<file path="config.mk">
export PLATFORM = sky130hd
export DESIGN_NAME = async_serial_transceiver
export DESIGN_NICKNAME = d
export VERILOG_FILES = /design/src/logic/uart_pkg.sv /design/src/logic/uart_cfg_if.sv /design/src/logic/tick_divider.sv /design/src/logic/tx_engine.sv /design/src/logic/async_serial_transceiver.sv
export SDC_FILE = /design/constraint.sdc
export NUM_CORES = 1
export LEC_CHECK = 0
export ABC_AREA = 1
export BUFFER_PORTS_ARGS = -buffer_cell sky130_fd_sc_hd__buf_4
export CORE_ASPECT_RATIO = 0.9
export CORE_MARGIN = 10
export CORE_UTILIZATION = 43
export DETAILED_ROUTE_END_ITERATION = 10
export SKIP_LAST_GASP = 1
export SYNTH_ARGS = -nofsm -noshare
export SYNTH_HDL_FRONTEND = slang
export SYNTH_SLANG_ARGS = --single-unit
</file>
<file path="constraint.sdc">
create_clock -name REF_CLK -period 6.3 [get_ports REF_CLK]
set_input_delay 0.945 -clock REF_CLK [delete_from_list [all_inputs] [get_ports REF_CLK]]
set_output_delay 0.945 -clock REF_CLK [all_outputs]
set_load 0.05 [all_outputs]
</file>
<file path="src/logic/uart_pkg.sv">
// Shared constants and types for the asynchronous serial transceiver
package uart_pkg;

  // ------------------------------------------------------------------
  // Register map (byte addresses on the APB side)
  // ------------------------------------------------------------------
  localparam logic [7:0] OFF_CTRL = 8'h00;
  localparam logic [7:0] OFF_TXDATA = 8'h04;
  localparam logic [7:0] OFF_RXDATA = 8'h08;
  localparam logic [7:0] OFF_STATUS = 8'h0c;
  localparam logic [7:0] OFF_CMD = 8'h10;
  localparam logic [7:0] OFF_DIV = 8'h14;

  // ------------------------------------------------------------------
  // Field positions
  // ------------------------------------------------------------------
  localparam int CTRL_LEN_LSB = 0;
  localparam int CTRL_PAR_OFF = 2;
  localparam int CTRL_EVEN = 3;
  localparam int CTRL_STOP = 4;
  localparam int CMD_CLR_READY = 0;
  localparam int CMD_MCLR = 1;
  localparam int STAT_TBE = 0;
  localparam int STAT_TSE = 1;
  localparam int STAT_READY = 2;
  localparam int STAT_OVR = 3;
  localparam int STAT_FRM = 4;
  localparam int STAT_PAR = 5;
  localparam int DIV_TX_LSB = 0;
  localparam int DIV_RX_LSB = 16;

  // ------------------------------------------------------------------
  // Reset values and timing counts (in sample-clock ticks)
  // ------------------------------------------------------------------
  localparam logic [4:0] CTRL_RESET = 5'h00;
  localparam logic [15:0] DIV_RESET = 16'h000d;
  localparam logic [3:0] BIT_LAST_TICK = 4'hf;
  localparam logic [3:0] START_CENTER = 4'h7;
  localparam logic [5:0] STOP_ONE = 6'h10;
  localparam logic [5:0] STOP_ONE_HALF = 6'h18;
  localparam logic [5:0] STOP_TWO = 6'h20;
  localparam logic [5:0] MCLR_TICKS = 6'h12;

  typedef enum {TX_IDLE, TX_START, TX_DATA, TX_PARITY, TX_STOP, TX_CLEAR}
    tx_state_t;
  typedef enum {RX_HUNT, RX_START, RX_DATA, RX_PARITY, RX_STOP} rx_state_t;

endpackage : uart_pkg

</file>
<file path="src/logic/uart_cfg_if.sv">
// Character format, master clear and sample tick handed to the transmitter
`timescale 1ns/10ps
interface uart_cfg_if;
  logic [1:0] len_sel;
  logic parity_off;
  logic even_parity_sel;
  logic stop_len_sel;
  logic master_clear;
  logic tick;
  modport source (output len_sel, parity_off, even_parity_sel,
    stop_len_sel, master_clear, tick);
  modport sink (input len_sel, parity_off, even_parity_sel,
    stop_len_sel, master_clear, tick);
endinterface : uart_cfg_if

</file>
<file path="src/logic/tick_divider.sv">
// Divider that makes the 16x sample-clock enable pulse
`timescale 1ns/10ps
module tick_divider #(
  parameter int WIDTH = 16
) (
  // Clock and reset
  input wire logic clk,
  input wire logic arst_n,
  // Rate
  input wire logic [WIDTH-1:0] divisor,
  output logic tick
);
  logic [WIDTH-1:0] count;
  logic [WIDTH-1:0] last;

  // A zero divisor runs at the full clock rate rather than stalling
  assign last = (divisor == '0) ? '0 : divisor - WIDTH'(1);
  assign tick = (count >= last);

  // Wrap also when software shrinks the divisor below the count
  always_ff @(posedge clk or negedge arst_n) begin
    if (!arst_n) begin
      count <= '0;
    end else if (tick) begin
      count <= '0;
    end else begin
      count <= count + WIDTH'(1);
    end
  end
endmodule : tick_divider

</file>
<file path="src/logic/tx_engine.sv">
// Transmit holding buffer, shifter and frame sequencer
`timescale 1ns/10ps
module tx_engine (
  // Clock and reset
  input wire logic clk,
  input wire logic arst_n,
  // Format and timing
  uart_cfg_if.sink cfg,
  // Host side
  input wire logic load,
  input wire logic [7:0] load_data,
  output logic tx_buffer_empty,
  output logic tx_shift_empty,
  // Line
  output logic tx_serial_out
);
  import uart_pkg::*;

  tx_state_t state;
  logic [5:0] count;
  logic [2:0] bit_idx;
  logic [7:0] hold;
  logic [7:0] shift;
  logic par;
  logic take;
  logic bit_end;
  logic last_bit;
  logic [5:0] stop_len;

  // ------------------------------------------------------------------
  // Decode
  // ------------------------------------------------------------------
  // A load in the same cycle defers the move by one tick
  assign take = cfg.tick && state == TX_IDLE && !tx_buffer_empty && !load;
  assign bit_end = cfg.tick && count[3:0] == BIT_LAST_TICK;
  assign last_bit = bit_idx == 3'(3'h4 + {1'b0, cfg.len_sel});
  assign stop_len = !cfg.stop_len_sel ? STOP_ONE :
    (cfg.len_sel == 2'h0) ? STOP_ONE_HALF : STOP_TWO;
  assign tx_shift_empty = (state == TX_IDLE);

  // Holding buffer: load clears empty, the move into the shifter sets it
  always_ff @(posedge clk or negedge arst_n) begin
    if (!arst_n) begin
      hold <= 8'h00;
      tx_buffer_empty <= 1'b1;
    end else if (load) begin
      hold <= load_data;
      tx_buffer_empty <= 1'b0;
    end else if (take) begin
      tx_buffer_empty <= 1'b1;
    end
  end

  // Frame sequencer: start, data LSB first, parity, stop
  always_ff @(posedge clk or negedge arst_n) begin
    if (!arst_n) begin
      state <= TX_IDLE;
      count <= 6'h00;
      bit_idx <= 3'h0;
      shift <= 8'h00;
      par <= 1'b0;
      tx_serial_out <= 1'b1;
    end else if (cfg.master_clear) begin
      state <= TX_CLEAR;
      count <= 6'h00;
      tx_serial_out <= 1'b1;
    end else if (cfg.tick) begin
      count <= count + 6'h01;
      case (state)
        TX_IDLE: begin
          if (take) begin
            state <= TX_START;
            shift <= hold;
            par <= !cfg.even_parity_sel;
            count <= 6'h00;
            tx_serial_out <= 1'b0;
          end
        end
        TX_START: begin
          if (bit_end) begin
            state <= TX_DATA;
            count <= 6'h00;
            bit_idx <= 3'h0;
            tx_serial_out <= shift[0];
          end
        end
        TX_DATA: begin
          if (bit_end) begin
            count <= 6'h00;
            par <= par ^ shift[0];
            bit_idx <= bit_idx + 3'h1;
            shift <= {1'b0, shift[7:1]};
            tx_serial_out <= shift[1];
            if (last_bit && cfg.parity_off) begin
              state <= TX_STOP;
              tx_serial_out <= 1'b1;
            end else if (last_bit) begin
              state <= TX_PARITY;
              tx_serial_out <= par ^ shift[0];
            end
          end
        end
        TX_PARITY: begin
          if (bit_end) begin
            state <= TX_STOP;
            count <= 6'h00;
            tx_serial_out <= 1'b1;
          end
        end
        TX_STOP: begin
          if (count == stop_len - 6'h01) begin
            state <= TX_IDLE;
            count <= 6'h00;
          end
        end
        TX_CLEAR: begin
          if (count == MCLR_TICKS - 6'h01) begin
            state <= TX_IDLE;
            count <= 6'h00;
          end
        end
        default: begin
          state <= TX_IDLE;
        end
      endcase
    end
  end
endmodule : tx_engine

</file>
<file path="src/logic/async_serial_transceiver.sv">
// Asynchronous serial transceiver with APB register access
//
// Contract
// - A load captures the eight parallel transmit bits into the holding buffer.
// - Short characters send only the low bits; first input is the LSB.
// - Loading the buffer clears the buffer-empty flag.
// - Idle shifter takes the buffer within one tick, starts, sets empty.
// - Transmitter advances one bit per sixteen transmit ticks.
// - Reload while shifting waits, then follows end to end.
// - Receiver samples on a tick at sixteen times the bit rate.
// - Host clear forces the data-received flag low; here a set in the same cycle wins.
// - At the first stop bit the shift register moves to the holding word.
// - Short received words are right-justified, upper bits low.
// - Overrun rises when a move finds data-received still set.
// - One cycle after the move, data-received and framing update.
// - Parity flag high when received parity disagrees with setting.
// - Start centre at count 7 1/2; later bits sampled mid-bit.
// - Search for the next start resumes at the first stop centre.
// - Even or odd parity when enabled; inhibited means none, flag low.
// - Long stop gives 1.5 bits for five-bit, else two; short gives one.
// - Master clear drops flags; shifter empty 18 ticks after it falls.
//
// Added by the designer: the register addresses and the APB register port.
`timescale 1ns/10ps
module async_serial_transceiver #(
  parameter int ADDR_W = 8,
  parameter int DIV_W = 16
) (
  // Clock and reset
  input wire logic REF_CLK,
  input wire logic ARST_N,
  // APB slave
  input wire logic PSEL,
  input wire logic PENABLE,
  input wire logic PWRITE,
  input wire logic [ADDR_W-1:0] PADDR,
  input wire logic [31:0] PWDATA,
  output logic [31:0] PRDATA,
  output logic PREADY,
  output logic PSLVERR,
  // Serial line
  output logic TX_SERIAL_OUT,
  input wire logic RX_SERIAL_IN
);
  import uart_pkg::*;

  // ------------------------------------------------------------------
  // Declarations
  // ------------------------------------------------------------------
  uart_cfg_if tx_if ();

  logic [4:0] ctrl;
  logic [DIV_W-1:0] tx_div;
  logic [DIV_W-1:0] rx_div;
  logic [31:0] read_mux;
  logic apb_setup;
  logic apb_write;
  logic known;
  logic wr_ctrl;
  logic wr_txdata;
  logic wr_cmd;
  logic wr_div;
  logic clr_ready;
  logic mclr;
  logic tx_load;
  logic tx_buffer_empty;
  logic tx_shift_empty;
  logic rx_tick;

  rx_state_t rx_state;
  logic [3:0] rx_count;
  logic [2:0] rx_idx;
  logic [7:0] rx_shift;
  logic rx_parity_bit;
  logic rx_mid;
  logic rx_last_bit;
  logic rx_move;
  logic rx_pending;
  logic stop_ok;
  logic parity_bad;
  logic next_parity_bad;
  logic [7:0] rx_holding_word;
  logic rx_char_ready;
  logic overrun_flag;
  logic framing_flag;
  logic parity_flag;

  // ------------------------------------------------------------------
  // Register address decode
  // ------------------------------------------------------------------
  // Only the six aligned words answer; everything else is an error
  function automatic logic reg_known(input logic [ADDR_W-1:0] addr);
    reg_known = addr == ADDR_W'(OFF_CTRL) || addr == ADDR_W'(OFF_TXDATA)
      || addr == ADDR_W'(OFF_RXDATA) || addr == ADDR_W'(OFF_STATUS)
      || addr == ADDR_W'(OFF_CMD) || addr == ADDR_W'(OFF_DIV);
  endfunction : reg_known

  // Zero wait states: every access completes in its first access cycle
  assign apb_setup = PSEL && !PENABLE;
  assign apb_write = PSEL && PENABLE && PWRITE;
  assign known = reg_known(PADDR);
  assign PREADY = 1'b1;
  assign PSLVERR = PSEL && PENABLE && !known;
  assign wr_ctrl = apb_write && PADDR == ADDR_W'(OFF_CTRL);
  assign wr_txdata = apb_write && PADDR == ADDR_W'(OFF_TXDATA);
  assign wr_cmd = apb_write && PADDR == ADDR_W'(OFF_CMD);
  assign wr_div = apb_write && PADDR == ADDR_W'(OFF_DIV);

  // Command strobes are single-cycle pulses, nothing is stored
  assign tx_load = wr_txdata;
  assign clr_ready = wr_cmd && PWDATA[CMD_CLR_READY];
  assign mclr = wr_cmd && PWDATA[CMD_MCLR];

  // ------------------------------------------------------------------
  // Control, divisor and read data registers
  // ------------------------------------------------------------------
  // Format is latched on the control write and held until the next one
  always_ff @(posedge REF_CLK or negedge ARST_N) begin
    if (!ARST_N) begin
      ctrl <= CTRL_RESET;
    end else if (wr_ctrl) begin
      ctrl <= PWDATA[4:0];
    end
  end

  // Both sample-clock rates come from one register
  always_ff @(posedge REF_CLK or negedge ARST_N) begin
    if (!ARST_N) begin
      tx_div <= DIV_W'(DIV_RESET);
      rx_div <= DIV_W'(DIV_RESET);
    end else if (wr_div) begin
      tx_div <= PWDATA[DIV_TX_LSB +: DIV_W];
      rx_div <= PWDATA[DIV_RX_LSB +: DIV_W];
    end
  end

  // Read data is captured in the setup cycle so it stands as a flop
  assign read_mux =
    (PADDR == ADDR_W'(OFF_CTRL)) ? {27'h0000000, ctrl} :
    (PADDR == ADDR_W'(OFF_RXDATA)) ? {24'h000000, rx_holding_word} :
    (PADDR == ADDR_W'(OFF_STATUS)) ? {26'h0000000, parity_flag,
      framing_flag, overrun_flag, rx_char_ready, tx_shift_empty,
      tx_buffer_empty} :
    (PADDR == ADDR_W'(OFF_DIV)) ? {rx_div, tx_div} : 32'h00000000;

  always_ff @(posedge REF_CLK or negedge ARST_N) begin
    if (!ARST_N) begin
      PRDATA <= 32'h00000000;
    end else if (apb_setup) begin
      PRDATA <= read_mux;
    end
  end

  // ------------------------------------------------------------------
  // Transmitter
  // ------------------------------------------------------------------
  assign tx_if.len_sel = ctrl[CTRL_LEN_LSB +: 2];
  assign tx_if.parity_off = ctrl[CTRL_PAR_OFF];
  assign tx_if.even_parity_sel = ctrl[CTRL_EVEN];
  assign tx_if.stop_len_sel = ctrl[CTRL_STOP];
  assign tx_if.master_clear = mclr;

  tick_divider #(.WIDTH(DIV_W)) u_tx_rate (
    .clk(REF_CLK),
    .arst_n(ARST_N),
    .divisor(tx_div),
    .tick(tx_if.tick)
  );

  tx_engine u_tx (
    .clk(REF_CLK),
    .arst_n(ARST_N),
    .cfg(tx_if.sink),
    .load(tx_load),
    .load_data(PWDATA[7:0]),
    .tx_buffer_empty(tx_buffer_empty),
    .tx_shift_empty(tx_shift_empty),
    .tx_serial_out(TX_SERIAL_OUT)
  );

  // ------------------------------------------------------------------
  // Receiver timing
  // ------------------------------------------------------------------
  tick_divider #(.WIDTH(DIV_W)) u_rx_rate (
    .clk(REF_CLK),
    .arst_n(ARST_N),
    .divisor(rx_div),
    .tick(rx_tick)
  );

  // Mid-bit is the sixteenth tick after the previous centre
  assign rx_mid = rx_tick && rx_count == BIT_LAST_TICK;
  assign rx_last_bit = rx_idx == 3'(3'h4 + {1'b0, tx_if.len_sel});
  assign rx_move = rx_mid && rx_state == RX_STOP;
  assign next_parity_bad = !tx_if.parity_off &&
    ((^rx_shift) ^ rx_parity_bit ^ !tx_if.even_parity_sel);

  // ------------------------------------------------------------------
  // Receiver sequencer
  // ------------------------------------------------------------------
  // A glitch shorter than half a bit is taken as a false start
  always_ff @(posedge REF_CLK or negedge ARST_N) begin
    if (!ARST_N) begin
      rx_state <= RX_HUNT;
      rx_count <= 4'h0;
      rx_idx <= 3'h0;
      rx_shift <= 8'h00;
      rx_parity_bit <= 1'b0;
    end else if (mclr) begin
      rx_state <= RX_HUNT;
      rx_count <= 4'h0;
    end else if (rx_tick) begin
      rx_count <= rx_count + 4'h1;
      case (rx_state)
        RX_HUNT: begin
          if (!RX_SERIAL_IN) begin
            rx_state <= RX_START;
            rx_count <= 4'h0;
          end
        end
        RX_START: begin
          if (rx_count == START_CENTER) begin
            rx_state <= RX_SERIAL_IN ? RX_HUNT : RX_DATA;
            rx_count <= 4'h0;
            rx_idx <= 3'h0;
            rx_shift <= 8'h00;
          end
        end
        RX_DATA: begin
          if (rx_mid) begin
            rx_shift[rx_idx] <= RX_SERIAL_IN;
            rx_idx <= rx_idx + 3'h1;
            if (rx_last_bit) begin
              rx_state <= tx_if.parity_off ? RX_STOP : RX_PARITY;
            end
          end
        end
        RX_PARITY: begin
          if (rx_mid) begin
            rx_parity_bit <= RX_SERIAL_IN;
            rx_state <= RX_STOP;
          end
        end
        RX_STOP: begin
          if (rx_mid) begin
            rx_state <= RX_HUNT;
          end
        end
        default: begin
          rx_state <= RX_HUNT;
        end
      endcase
    end
  end

  // ------------------------------------------------------------------
  // Holding word and status flags
  // ------------------------------------------------------------------
  // The holding word survives master clear on purpose
  always_ff @(posedge REF_CLK or negedge ARST_N) begin
    if (!ARST_N) begin
      rx_holding_word <= 8'h00;
    end else if (rx_move && !mclr) begin
      rx_holding_word <= rx_shift;
    end
  end

  // Stop and parity results wait one cycle for the flag update
  always_ff @(posedge REF_CLK or negedge ARST_N) begin
    if (!ARST_N) begin
      rx_pending <= 1'b0;
      stop_ok <= 1'b1;
      parity_bad <= 1'b0;
    end else begin
      rx_pending <= rx_move && !mclr;
      if (rx_move) begin
        stop_ok <= RX_SERIAL_IN;
        parity_bad <= next_parity_bad;
      end
    end
  end

  // Set wins over the host clear; master clear beats everything
  always_ff @(posedge REF_CLK or negedge ARST_N) begin
    if (!ARST_N) begin
      rx_char_ready <= 1'b0;
      overrun_flag <= 1'b0;
      framing_flag <= 1'b0;
      parity_flag <= 1'b0;
    end else if (mclr) begin
      rx_char_ready <= 1'b0;
      overrun_flag <= 1'b0;
      framing_flag <= 1'b0;
      parity_flag <= 1'b0;
    end else begin
      if (rx_move) begin
        overrun_flag <= rx_char_ready && !clr_ready;
      end
      if (rx_pending) begin
        rx_char_ready <= 1'b1;
        framing_flag <= !stop_ok;
        parity_flag <= parity_bad;
      end else if (clr_ready) begin
        rx_char_ready <= 1'b0;
      end
    end
  end
endmodule : async_serial_transceiver

</file>
After elaboration in Yosys (flattened, before gate mapping)
Index checks and enable logic that the tools add are counted.
Storage, ports and cells
  output and inout bits: 35
  word-level logic and storage cells: 228
  register bits after elaboration: 224
Operators by class
  reductions and logical operators: 61
  add/sub/neg operators: 10
  $lt $le $gt $ge: 4
  eq/ne operators: 40
  bitwise operators: 4
  mux-type cells: 82
Operators with widths (number)
  $mux W32: 22
  $pmux W32 S6: 1
  $pmux W32 S5: 1
  $eq A32 B2 Y1 const B: 4
  $eq A32 B3 Y1 const B: 3
  $logic_not A32 Y1: 3
  $eq A32 B1 Y1 const B: 2
  $mux W16: 4
  $mux W6: 8
  $add A16 B1 Y16 const B: 2
  $eq A32 B4 Y1 const B: 1
  $ge A16 B16 Y1: 2
  $logic_not A16 Y1: 2
  $mux W8: 4
  $pmux W8 S2: 2
  $sub A16 B1 Y16 const B: 2
  $pmux W6 S4: 1
  $mux W1: 22
  $logic_and A1 B1 Y1: 21
  $ne A3 B2 Y1 const B: 6
  $ne A3 B3 Y1 const B: 6
  $eq A8 B4 Y1 const B: 2
  $eq A8 B5 Y1 const B: 2
  $mux W4: 4
  other kinds (40): 74

Depth between registers and ports, before layout
Gate-level depths: netlist (run 1).
  depth in word-level cells: 10
  depth in mapped cells: 24
  depth with buffers taken out: 23

Hierarchy
From an unflattened synthesis (run 1), not the netlist that was laid out.
Second synthesis, totals
  cell total of the unflattened synthesis: 1412
  area total of the unflattened synthesis: 10518.8 um2
By module, submodules not included
  async_serial_transceiver: seq. area each 2586.2 um2, instances 1, area each 5081.1 um2, cells an instance 645
  tick_divider: seq. area each 400.4 um2, instances 2, area each 1750.4 um2, cells an instance 255
  tx_engine: seq. area each 778.2 um2, instances 1, area each 1936.9 um2, cells an instance 257

Least setup slack after synthesis (run 1)
OpenSTA, ideal clock, no wires.
  path type: in2out
  from: input port PADDR[7]
  to: output port PSLVERR
  slack: 2.821 ns
  arrival time: 2.534 ns
  path buffers: 0
  cell stages on the path: 6
  cell sequence: nor2_1 > nand3b_1 > nor2_1 > inv_1 > nand3_1 > a211oi_1
Between the ends
  longest elaborated chain between the ends: 8
  elaborated cells between the ends (all ways): 13
  those cells by class: eq/ne: 5; reduce/logical: 8
Ends and longest elaborated chain
  from (decl): line async_serial_transceiver.sv:36  | input wire logic [ADDR_W-1:0] PADDR,
  $eq A8 B3 Y1 / $logic_not A8 Y1 (equally long branches): line async_serial_transceiver.sv:93  | reg_known = addr == ADDR_W'(OFF_CTRL) || addr == ADDR_W'(OFF_TXDATA)
  $logic_or A1 B1 Y1: line async_serial_transceiver.sv:93
  $logic_or A1 B1 Y1 (2 in series): line async_serial_transceiver.sv:94  | || addr == ADDR_W'(OFF_RXDATA) || addr == ADDR_W'(OFF_STATUS)
  $logic_or A1 B1 Y1: line async_serial_transceiver.sv:95  | || addr == ADDR_W'(OFF_CMD) || addr == ADDR_W'(OFF_DIV);
  $logic_or A1 B1 Y1 *: line async_serial_transceiver.sv:95
  $logic_not A1 Y1 *: line async_serial_transceiver.sv:103  | assign PSLVERR = PSEL && PENABLE && !known;
  $logic_and A1 B1 Y1 *: line async_serial_transceiver.sv:103
  to (decl): line async_serial_transceiver.sv:40  | output logic PSLVERR,
Every way passes the cells marked *; elsewhere a longest branch is shown, timed or not.

Final worst setup path (run 1)
  from: register rx_div[1]
  to: register rx_idx[2]
Between the ends
  longest elaborated chain between the ends: 6
  elaborated cells between the ends (all ways): 7
  those cells by class: add/sub: 1; order compare: 1; eq/ne: 1; mux: 1; reduce/logical: 3
Ends and longest elaborated chain
  from (decl): line async_serial_transceiver.sv:54  | logic [DIV_W-1:0] rx_div;
  from (signal assigned): line async_serial_transceiver.sv:130  | rx_div <= DIV_W'(DIV_RESET);
  from (signal assigned): line async_serial_transceiver.sv:133  | rx_div <= PWDATA[DIV_RX_LSB +: DIV_W];
  $sub A16 B1 Y16 / $logic_not A16 Y1 (equally long branches): line tick_divider.sv:17  | assign last = (divisor == '0) ? '0 : divisor - WIDTH'(1);
  $mux W16 *: line tick_divider.sv:17
  $ge A16 B16 Y1 *: line tick_divider.sv:18  | assign tick = (count >= last);
  $logic_and A1 B1 Y1: line async_serial_transceiver.sv:192  | assign rx_mid = rx_tick && rx_count == BIT_LAST_TICK;
  $ne A2 B2 Y1 (no source line)
  $reduce_and A5 Y1 (no source line) *
  to (signal assigned): line async_serial_transceiver.sv:232  | rx_idx <= rx_idx + 3'h1;
  to (decl): line async_serial_transceiver.sv:72  | logic [2:0] rx_idx;
Marked as above.
A chain may end at the register's enable or synchronous reset.

==> metrics.cfg, run 1 <==
[routing]
vias_per_cell = 5.04
num_vias = 7904
detailedRoute.firstIterationViolations = 526
drc = 0
wirelength_um = 22900
first_pass_iters = 4
wl_per_cell_um = 14.6
ant_nets = 0

[critical_path]
cp_common_cell = nand2_1
endpoint_kind = flop
crit_arrival_ns = 4.01
required_ns = 6.66
cp_slowest_stage_delay_ns = 0.40
crit_buf_inv = 3
startpoint_type = flop
critPathMaxFanout = 17
crit_path_top_delay_cell = nand4_1
critPathKind = reg -> reg
path_cells = inv_2 > ha_1 > nand3_1 > nor3_2 > inv_2 > nor3_2 > nand4_1 > nand3_1 > ha_1 > nand2_1 > inv_1 > nor2_1 > o21ai_0 > a21oi_1 > nand3_2 > nand2_1 > nand2_2 > nand2_2 > nand2_1 > o21ai_1
critical-path-top-delay-family = simple AND/OR/NAND/NOR gates

[place]
gp_congestion = 0.884
dp.final_hpwl_um = 17000
io_buffers = 79

[cts]
cts_hold_buffers = 0
cts_sinks = 166
numCtsBuffers = 17
htreeDepth = 4
post_cts_resized = 0
root_buffer = clkbuf_16
cts_buffer_depth = 2
cts_setup_buffers = 0
clk_latency_ns = 0.43
cts_tree = yes
clkSlewWorstSetupHoldPaths_ns = 0.07

[die]
initial_core_util_pct = 43.7
io-pin-count = 81
rows = 51
die_width_um = 176
die_area_um2 = 28300
die_height_um = 161
core_um2 = 21600

[yosys]
syn_area_per_cell_um2 = 7.93
synth_nets = 1279
seq_area_frac_synth_pct = 44.1
ys_seq_elements = 166
yosys_warnings = 0
synthesis.area_um2 = 9450
post_synth_num_cell_types = 51
netlist_instances = 1191

[timing]
finalHoldViolCount = 0
slew_violations = 0
setup_viol = 0
period_minus_slack_ns = 3.66
fmax_ghz = 0.273
whs_ns = 0.441
rsz0062_at_grt = no
worst_pin_slew_ns = 1.13
tns_ns = 0
max-slew-margin-rel_pct = 24.3
finClkSkew_ns = 0.0112
period_share_pct = 58.1

[global_route]
grt.total_usage_pct = 16.3
antenna_found_initial = 0
grt_max_degree = 68
grt_pass1_wl_um = 38200
grt_pass1_vias = 7448
overflow = 0

[hold_path]
hp-class = in -> async

[finish]
syn_to_final_growth_pct = 15.4
fill_cells = 2116
diodes = 0
layout.area.seq_um2 = 4170
final_common_cell = nand2_1
fin_nets = 1353
final_cell_mix = nand2_1 (282), dfrtp_1 (157), inv_1 (131)
drive_gt1_share_pct = 15.0
multi_input_area_um2 = 4600

[power_and_ir_drop]
totalPowerFinal_mw = 2.26
powerDensity_nw_per_um2 = 208
peakVddDrop_v = 0.000168
leakage_nw = 5.52

[job]
maxCapViolations = 0

[status]
status = finished, final reports clean

==> state kept, by name, indices dropped and copies added, names as in the netlist, 4 cells and up <==
| register | cells |
|---|---|
| PRDATA | 32 |
| rx_count | 4 |
| u_tx.count | 6 |
| u_tx.hold | 8 |
| u_tx_rate.count | 16 |
| ctrl | 5 |
| rx_shift | 8 |
| rx_holding_word | 8 |
| rx_div | 16 |
| u_rx_rate.count | 16 |
| tx_div | 16 |
| u_tx.shift | 8 |
==> through the flow <==
stage,std cells,setup WS [ns],area (um2),utilization (%)
finish,1569,2.64,10900,50.4
global route,1569,2.14,10900,50.4
CTS,1569,2.63,10900,50.4
detailed placement,1537,2.65,10300,47.6
global placement,1537,2.76,10300,47.6
floorplan,1191,2.82,9450,-
==> cell type report <==
cell class                      count  share of cell area (%)
Inverter                          145                    4.99
Tap cell                          291                    3.34
Timing Repair Buffer               82                    5.68
Sequential cell                   166                    38.2
Clock inverter                     14                    1.52
Multi-Input combinational cell    853                    42.2
Clock buffer                       18                    4.03
==> kinds of logic after synthesis <==
| kind of cell | after synthesis | synth area share, % |
|---|---|---|
| flip-flops | 166 | 44.1 |
| AO/OA/AOI/OAI | 200 | 11.5 |
| multiplexers | 7 | 0.742 |
| adder cells (fa/ha/maj) | 42 | 5.56 |
| XOR/XNOR | 30 | 2.78 |
| other | 1 | 0.0397 |
| AND/OR/NAND/NOR | 573 | 28.0 |
| buffers and inverters | 172 | 7.23 |
==> Yosys cell counts (all sizes together) <==
cell type / count / share of area, %
o221ai: 1 / 0.093
mux2i: 7 / 0.74
buf: 12 / 0.86
nor2: 128 / 6.0
nand2: 293 / 12
xor2: 24 / 2.2
xnor2: 6 / 0.56
nand3b: 3 / 0.37
clkinv: 1 / 0.040
conb: 1 / 0.040
nor4: 2 / 0.29
a31oi: 4 / 0.26
inv: 144 / 5.7
o211ai: 5 / 0.45
or2: 4 / 0.26
dfstp: 9 / 2.5
a21o: 2 / 0.16
dfrtp: 157 / 42
a211oi: 2 / 0.16
nor3b: 3 / 0.29
nand4: 20 / 1.3
a221oi: 6 / 0.56
nor3: 32 / 2.3
o21a: 4 / 0.32
a21oi: 61 / 3.2
o21bai: 3 / 0.24
ha: 42 / 5.6
o21ai: 109 / 5.8
o2111ai: 1 / 0.093
clkbuf: 15 / 0.61
o22ai: 2 / 0.13
nand3: 88 / 5.2
==> path summary, 6_finish.rpt <==
kind | from | slack, ns | cells after the start | to
min in group REF_CLK | u_tx_rate.count[0]$_DFF_PN0_ | 0.49 | 1 | u_tx_rate.count[0]$_DFF_PN0_
worst min-delay path | ARST_N | 0.44 | 1 | u_tx_rate.count[13]$_DFF_PN0_
worst max-delay path | rx_div[1]$_DFFE_PN0P_ | 2.64 | 20 | rx_idx[2]$_DFFE_PN0P_
max in group asynchronous | ARST_N | 4.62 | 2 | u_tx.bit_idx[1]$_DFFE_PN0P_
worst max register to register | rx_div[1]$_DFFE_PN0P_ | 2.64 | 20 | rx_idx[2]$_DFFE_PN0P_
worst min register to register | u_tx_rate.count[0]$_DFF_PN0_ | 0.49 | 1 | u_tx_rate.count[0]$_DFF_PN0_
==> report_power, final <==
| group | switching (mW) | leakage (nW) | internal (mW) |
|---|---|---|---|
| registers | 0.00756 | 2.14 | 1.07 |
| clock network | 0.470 | 0.290 | 0.607 |
| logic | 0.0668 | 3.08 | 0.0373 |
| total | 0.544 | 5.52 | 1.72 |
==> layer usage <==
| layer | up-vias | GRT usage, % | routed length, um |
|---|---|---|---|
| li1 | 4051 | - | - |
| met1 | 3702 | 23.5 | 11700 |
| met2 | 138 | 24.5 | 10100 |
| met3 | 13 | 3.07 | 944 |
| met4 | 0 | 4.35 | 197 |
| met5 | - | 0 | 0 |
Note: power is estimated with default switching activity, not from simulation.
==> run 2: changes to the inputs <==
==> constraint.sdc (replaced) <==
create_clock -name REF_CLK -period 3.4 [get_ports REF_CLK]
set_input_delay 0.51 -clock REF_CLK [delete_from_list [all_inputs] [get_ports REF_CLK]]
set_output_delay 0.51 -clock REF_CLK [all_outputs]
set_load 0.05 [all_outputs]
==> run 2 against run 1 <==
Hold slack lost 0.34 ns. Cell area grew 3.3%. Clock power grew 91%. Sequential share of layout area shrank 1.2 points. Critical endpoint unchanged. Via count grew 1.9%. Worst setup slack lost 2.4 ns. Power grew 89%. Non-clock buffer count grew 22. Count of clock-buffer cells in the layout is the same. Register-to-register slack lost 2.4 ns.
==> metrics.cfg, run 2 (same netlist as run 1, synthesis figures left out) <==
[status]
status = finished, final reports clean  ; unchanged

[critical_path]
reg2reg_depth = 20  ; unchanged
critPathKind = reg -> reg  ; unchanged
crit_path_end = rx_idx[2]$_DFFE_PN0P_  ; unchanged
reg2reg_to = rx_idx[2]$_DFFE_PN0P_  ; unchanged
startpoint_type = flop  ; unchanged
critical_path.reg2reg.startpoint = rx_div[1]$_DFFE_PN0P_  ; unchanged
endpoint_kind = flop  ; unchanged
critPathMaxFanout = 12  ; was 17
reg2reg_slack_ns = 0.22  ; was 2.64 ns
cp-startpoint = rx_div[1]$_DFFE_PN0P_  ; unchanged
crit_arrival_ns = 3.54  ; was 4.01 ns
required_ns = 3.75  ; was 6.66 ns

[timing]
finClkSkew_ns = 0.0154  ; was 0.0112 ns
tns_ns = 0  ; unchanged
worst_pin_slew_ns = 0.890  ; was 1.13 ns
slew_violations = 0  ; unchanged
period_minus_slack_ns = 3.18  ; was 3.66 ns
rsz0062_at_grt = yes  ; was no
setup_slack_ns = 0.217  ; was 2.64 ns
max-slew-margin-rel_pct = 40.2  ; was 24.3%
whs_ns = 0.0979  ; was 0.441 ns
finalHoldViolCount = 0  ; unchanged
setup_viol = 0  ; unchanged
fmax_ghz = 0.314  ; was 0.273 GHz
period_share_pct = 93.6  ; was 58.1%

[die]
rows = 51  ; unchanged
io-pin-count = 81  ; unchanged
die_area_um2 = 28300  ; unchanged
core_um2 = 21600  ; unchanged
die_width_um = 176  ; unchanged
initial_core_util_pct = 43.7  ; unchanged
die_height_um = 161  ; unchanged

[routing]
drc = 0  ; unchanged
ant_nets = 0  ; unchanged
detailedRoute.firstIterationViolations = 549  ; was 526
wirelength_um = 23900  ; was 22900 um
first_pass_iters = 5  ; was 4
wl_per_cell_um = 15.0  ; was 14.6 um
vias_per_cell = 5.05  ; was 5.04
num_vias = 8057  ; was 7904

[power_and_ir_drop]
leakage_nw = 5.72  ; was 5.52 nW
totalPowerFinal_mw = 4.27  ; was 2.26 mW
peakVddDrop_v = 0.000335  ; was 0.000168 V
powerDensity_nw_per_um2 = 379  ; was 208 nW/um2

[place]
dp.final_hpwl_um = 17200  ; was 17000 um
placed_cell_area_um2 = 10400  ; was 10300 um2
gp_congestion = 0.838  ; was 0.884
dp_slack_ns = 0.0593  ; was 2.65 ns
io_buffers = 79  ; unchanged

[cts]
cts_buffer_depth = 2  ; unchanged
numCtsBuffers = 17  ; unchanged
root_buffer = clkbuf_16  ; unchanged
clkSlewWorstSetupHoldPaths_ns = 0.08  ; was 0.07 ns
cts_sinks = 166  ; unchanged
clk_latency_ns = 0.44  ; was 0.43 ns
htreeDepth = 4  ; unchanged
cts_tree = yes  ; unchanged

[finish]
drive_gt1_share_pct = 17.6  ; was 15.0%
final_cell_area_um2 = 11300  ; was 10900 um2
final_cell_mix = nand2_1 (278), dfrtp_1 (155), inv_1 (131)  ; was nand2_1 (282), dfrtp_1 (157), inv_1 (131)
final_common_cell = nand2_1  ; unchanged
fin_nets = 1378  ; was 1353
syn_to_final_growth_pct = 19.2  ; was 15.4%
largest-register = PRDATA  ; unchanged
largest_reg_flops = 32  ; unchanged
diodes = 0  ; unchanged

[global_route]
grt.total_usage_pct = 16.9  ; was 16.3%
overflow = 0  ; unchanged
antenna_found_initial = 0  ; unchanged
grt_max_degree = 75  ; was 68
grt_pass1_wl_um = 39300  ; was 38200 um
grt_pass1_vias = 7681  ; was 7448

[hold_path]
hp-class = in -> async  ; unchanged

[job]
maxCapViolations = 0  ; unchanged

-- run 2: changes by cell type in the layout (fill, tap and decap cells not counted), moves of 3 or more --
cell / change
buf_4: +20
nand2_4: +5
nor3_2: -5
nor3_4: +5
nand2_1: -4
inv_2: -3
nand3_1: -3
nor2_1: -3
-- run 2: how the worst min path moves through the flow --
stage / start / depth (start not counted) / slack [ns] / endpoint
2_1_floorplan: ARST_N / 0 / 0.21 / PRDATA[0]$_DFFE_PN0P_
3_3_place_gp: rx_holding_word[3]$_DFFE_PN0P_ / 2 / 0.47 / rx_holding_word[3]$_DFFE_PN0P_
3_5_place_dp: PRDATA[29]$_DFFE_PN0P_ / 2 / 0.47 / PRDATA[29]$_DFFE_PN0P_
4_1_cts: ARST_N / 1 / 0.12 / u_tx_rate.count[12]$_DFF_PN0_
5_1_grt: ARST_N / 1 / 0.15 / u_tx_rate.count[12]$_DFF_PN0_
6_report: ARST_N / 1 / 0.1 / u_tx_rate.count[12]$_DFF_PN0_
-- run 2: layout make-up --
class,instances,area (um2)
clock buffer,18,429
multi-input combinational,856,4760
fill,2088,10400
sequential,166,4170
tap,291,364
inverter,145,554
clock inverter,14,188
timing repair buffer,104,801
-- run 2: report_power, final --
group	internal [mW]	leakage [nW]	total, mW	switching (mW)
logic	0.0763	3.29	0.205	0.129
registers	1.99	2.14	2.01	0.0151
clock network	1.18	0.299	2.06	0.876
-- run 2: stage by stage --
stage	utilization (%)	cells
2_1_floorplan	-	1191
3_3_place_gp	48.1	1549
3_5_place_dp	48.1	1549
4_1_cts	50.9	1581
5_1_grt	52.1	1594
6_report	52.1	1594
-- run 2: per-layer routing --
metal	track usage, %	share of wire [%]
met3	3.33	4.6
met5	0	0
met4	4.39	0.70
met2	26.2	46
met1	23.6	49
-- run 2: what timing repair did --
action,in CTS,in global routing
hold buffers,0,0
gates resized for setup,0,34
endpoints found under the setup margin,0,68
setup buffers,0,10
hold endpoints to repair,0,0
-- run 2: critical path, cell delays in order, from the launching register on --
cell	delay, ns
dfrtp_1	0.37
inv_2	0.10
ha_4	0.15
nand3_2	0.12
nor3_4	0.21
inv_2	0.09
nor3_4	0.14
nand4_1	0.10
buf_4	0.19
nand3_1	0.12
ha_1	0.25
a21oi_1	0.16
o21ai_1	0.08
a21oi_1	0.23
nand3_4	0.20
nand2_4	0.16
nor2_4	0.06
buf_4	0.16
nand2_4	0.09
nand2_1	0.05
o21ai_1	0.07
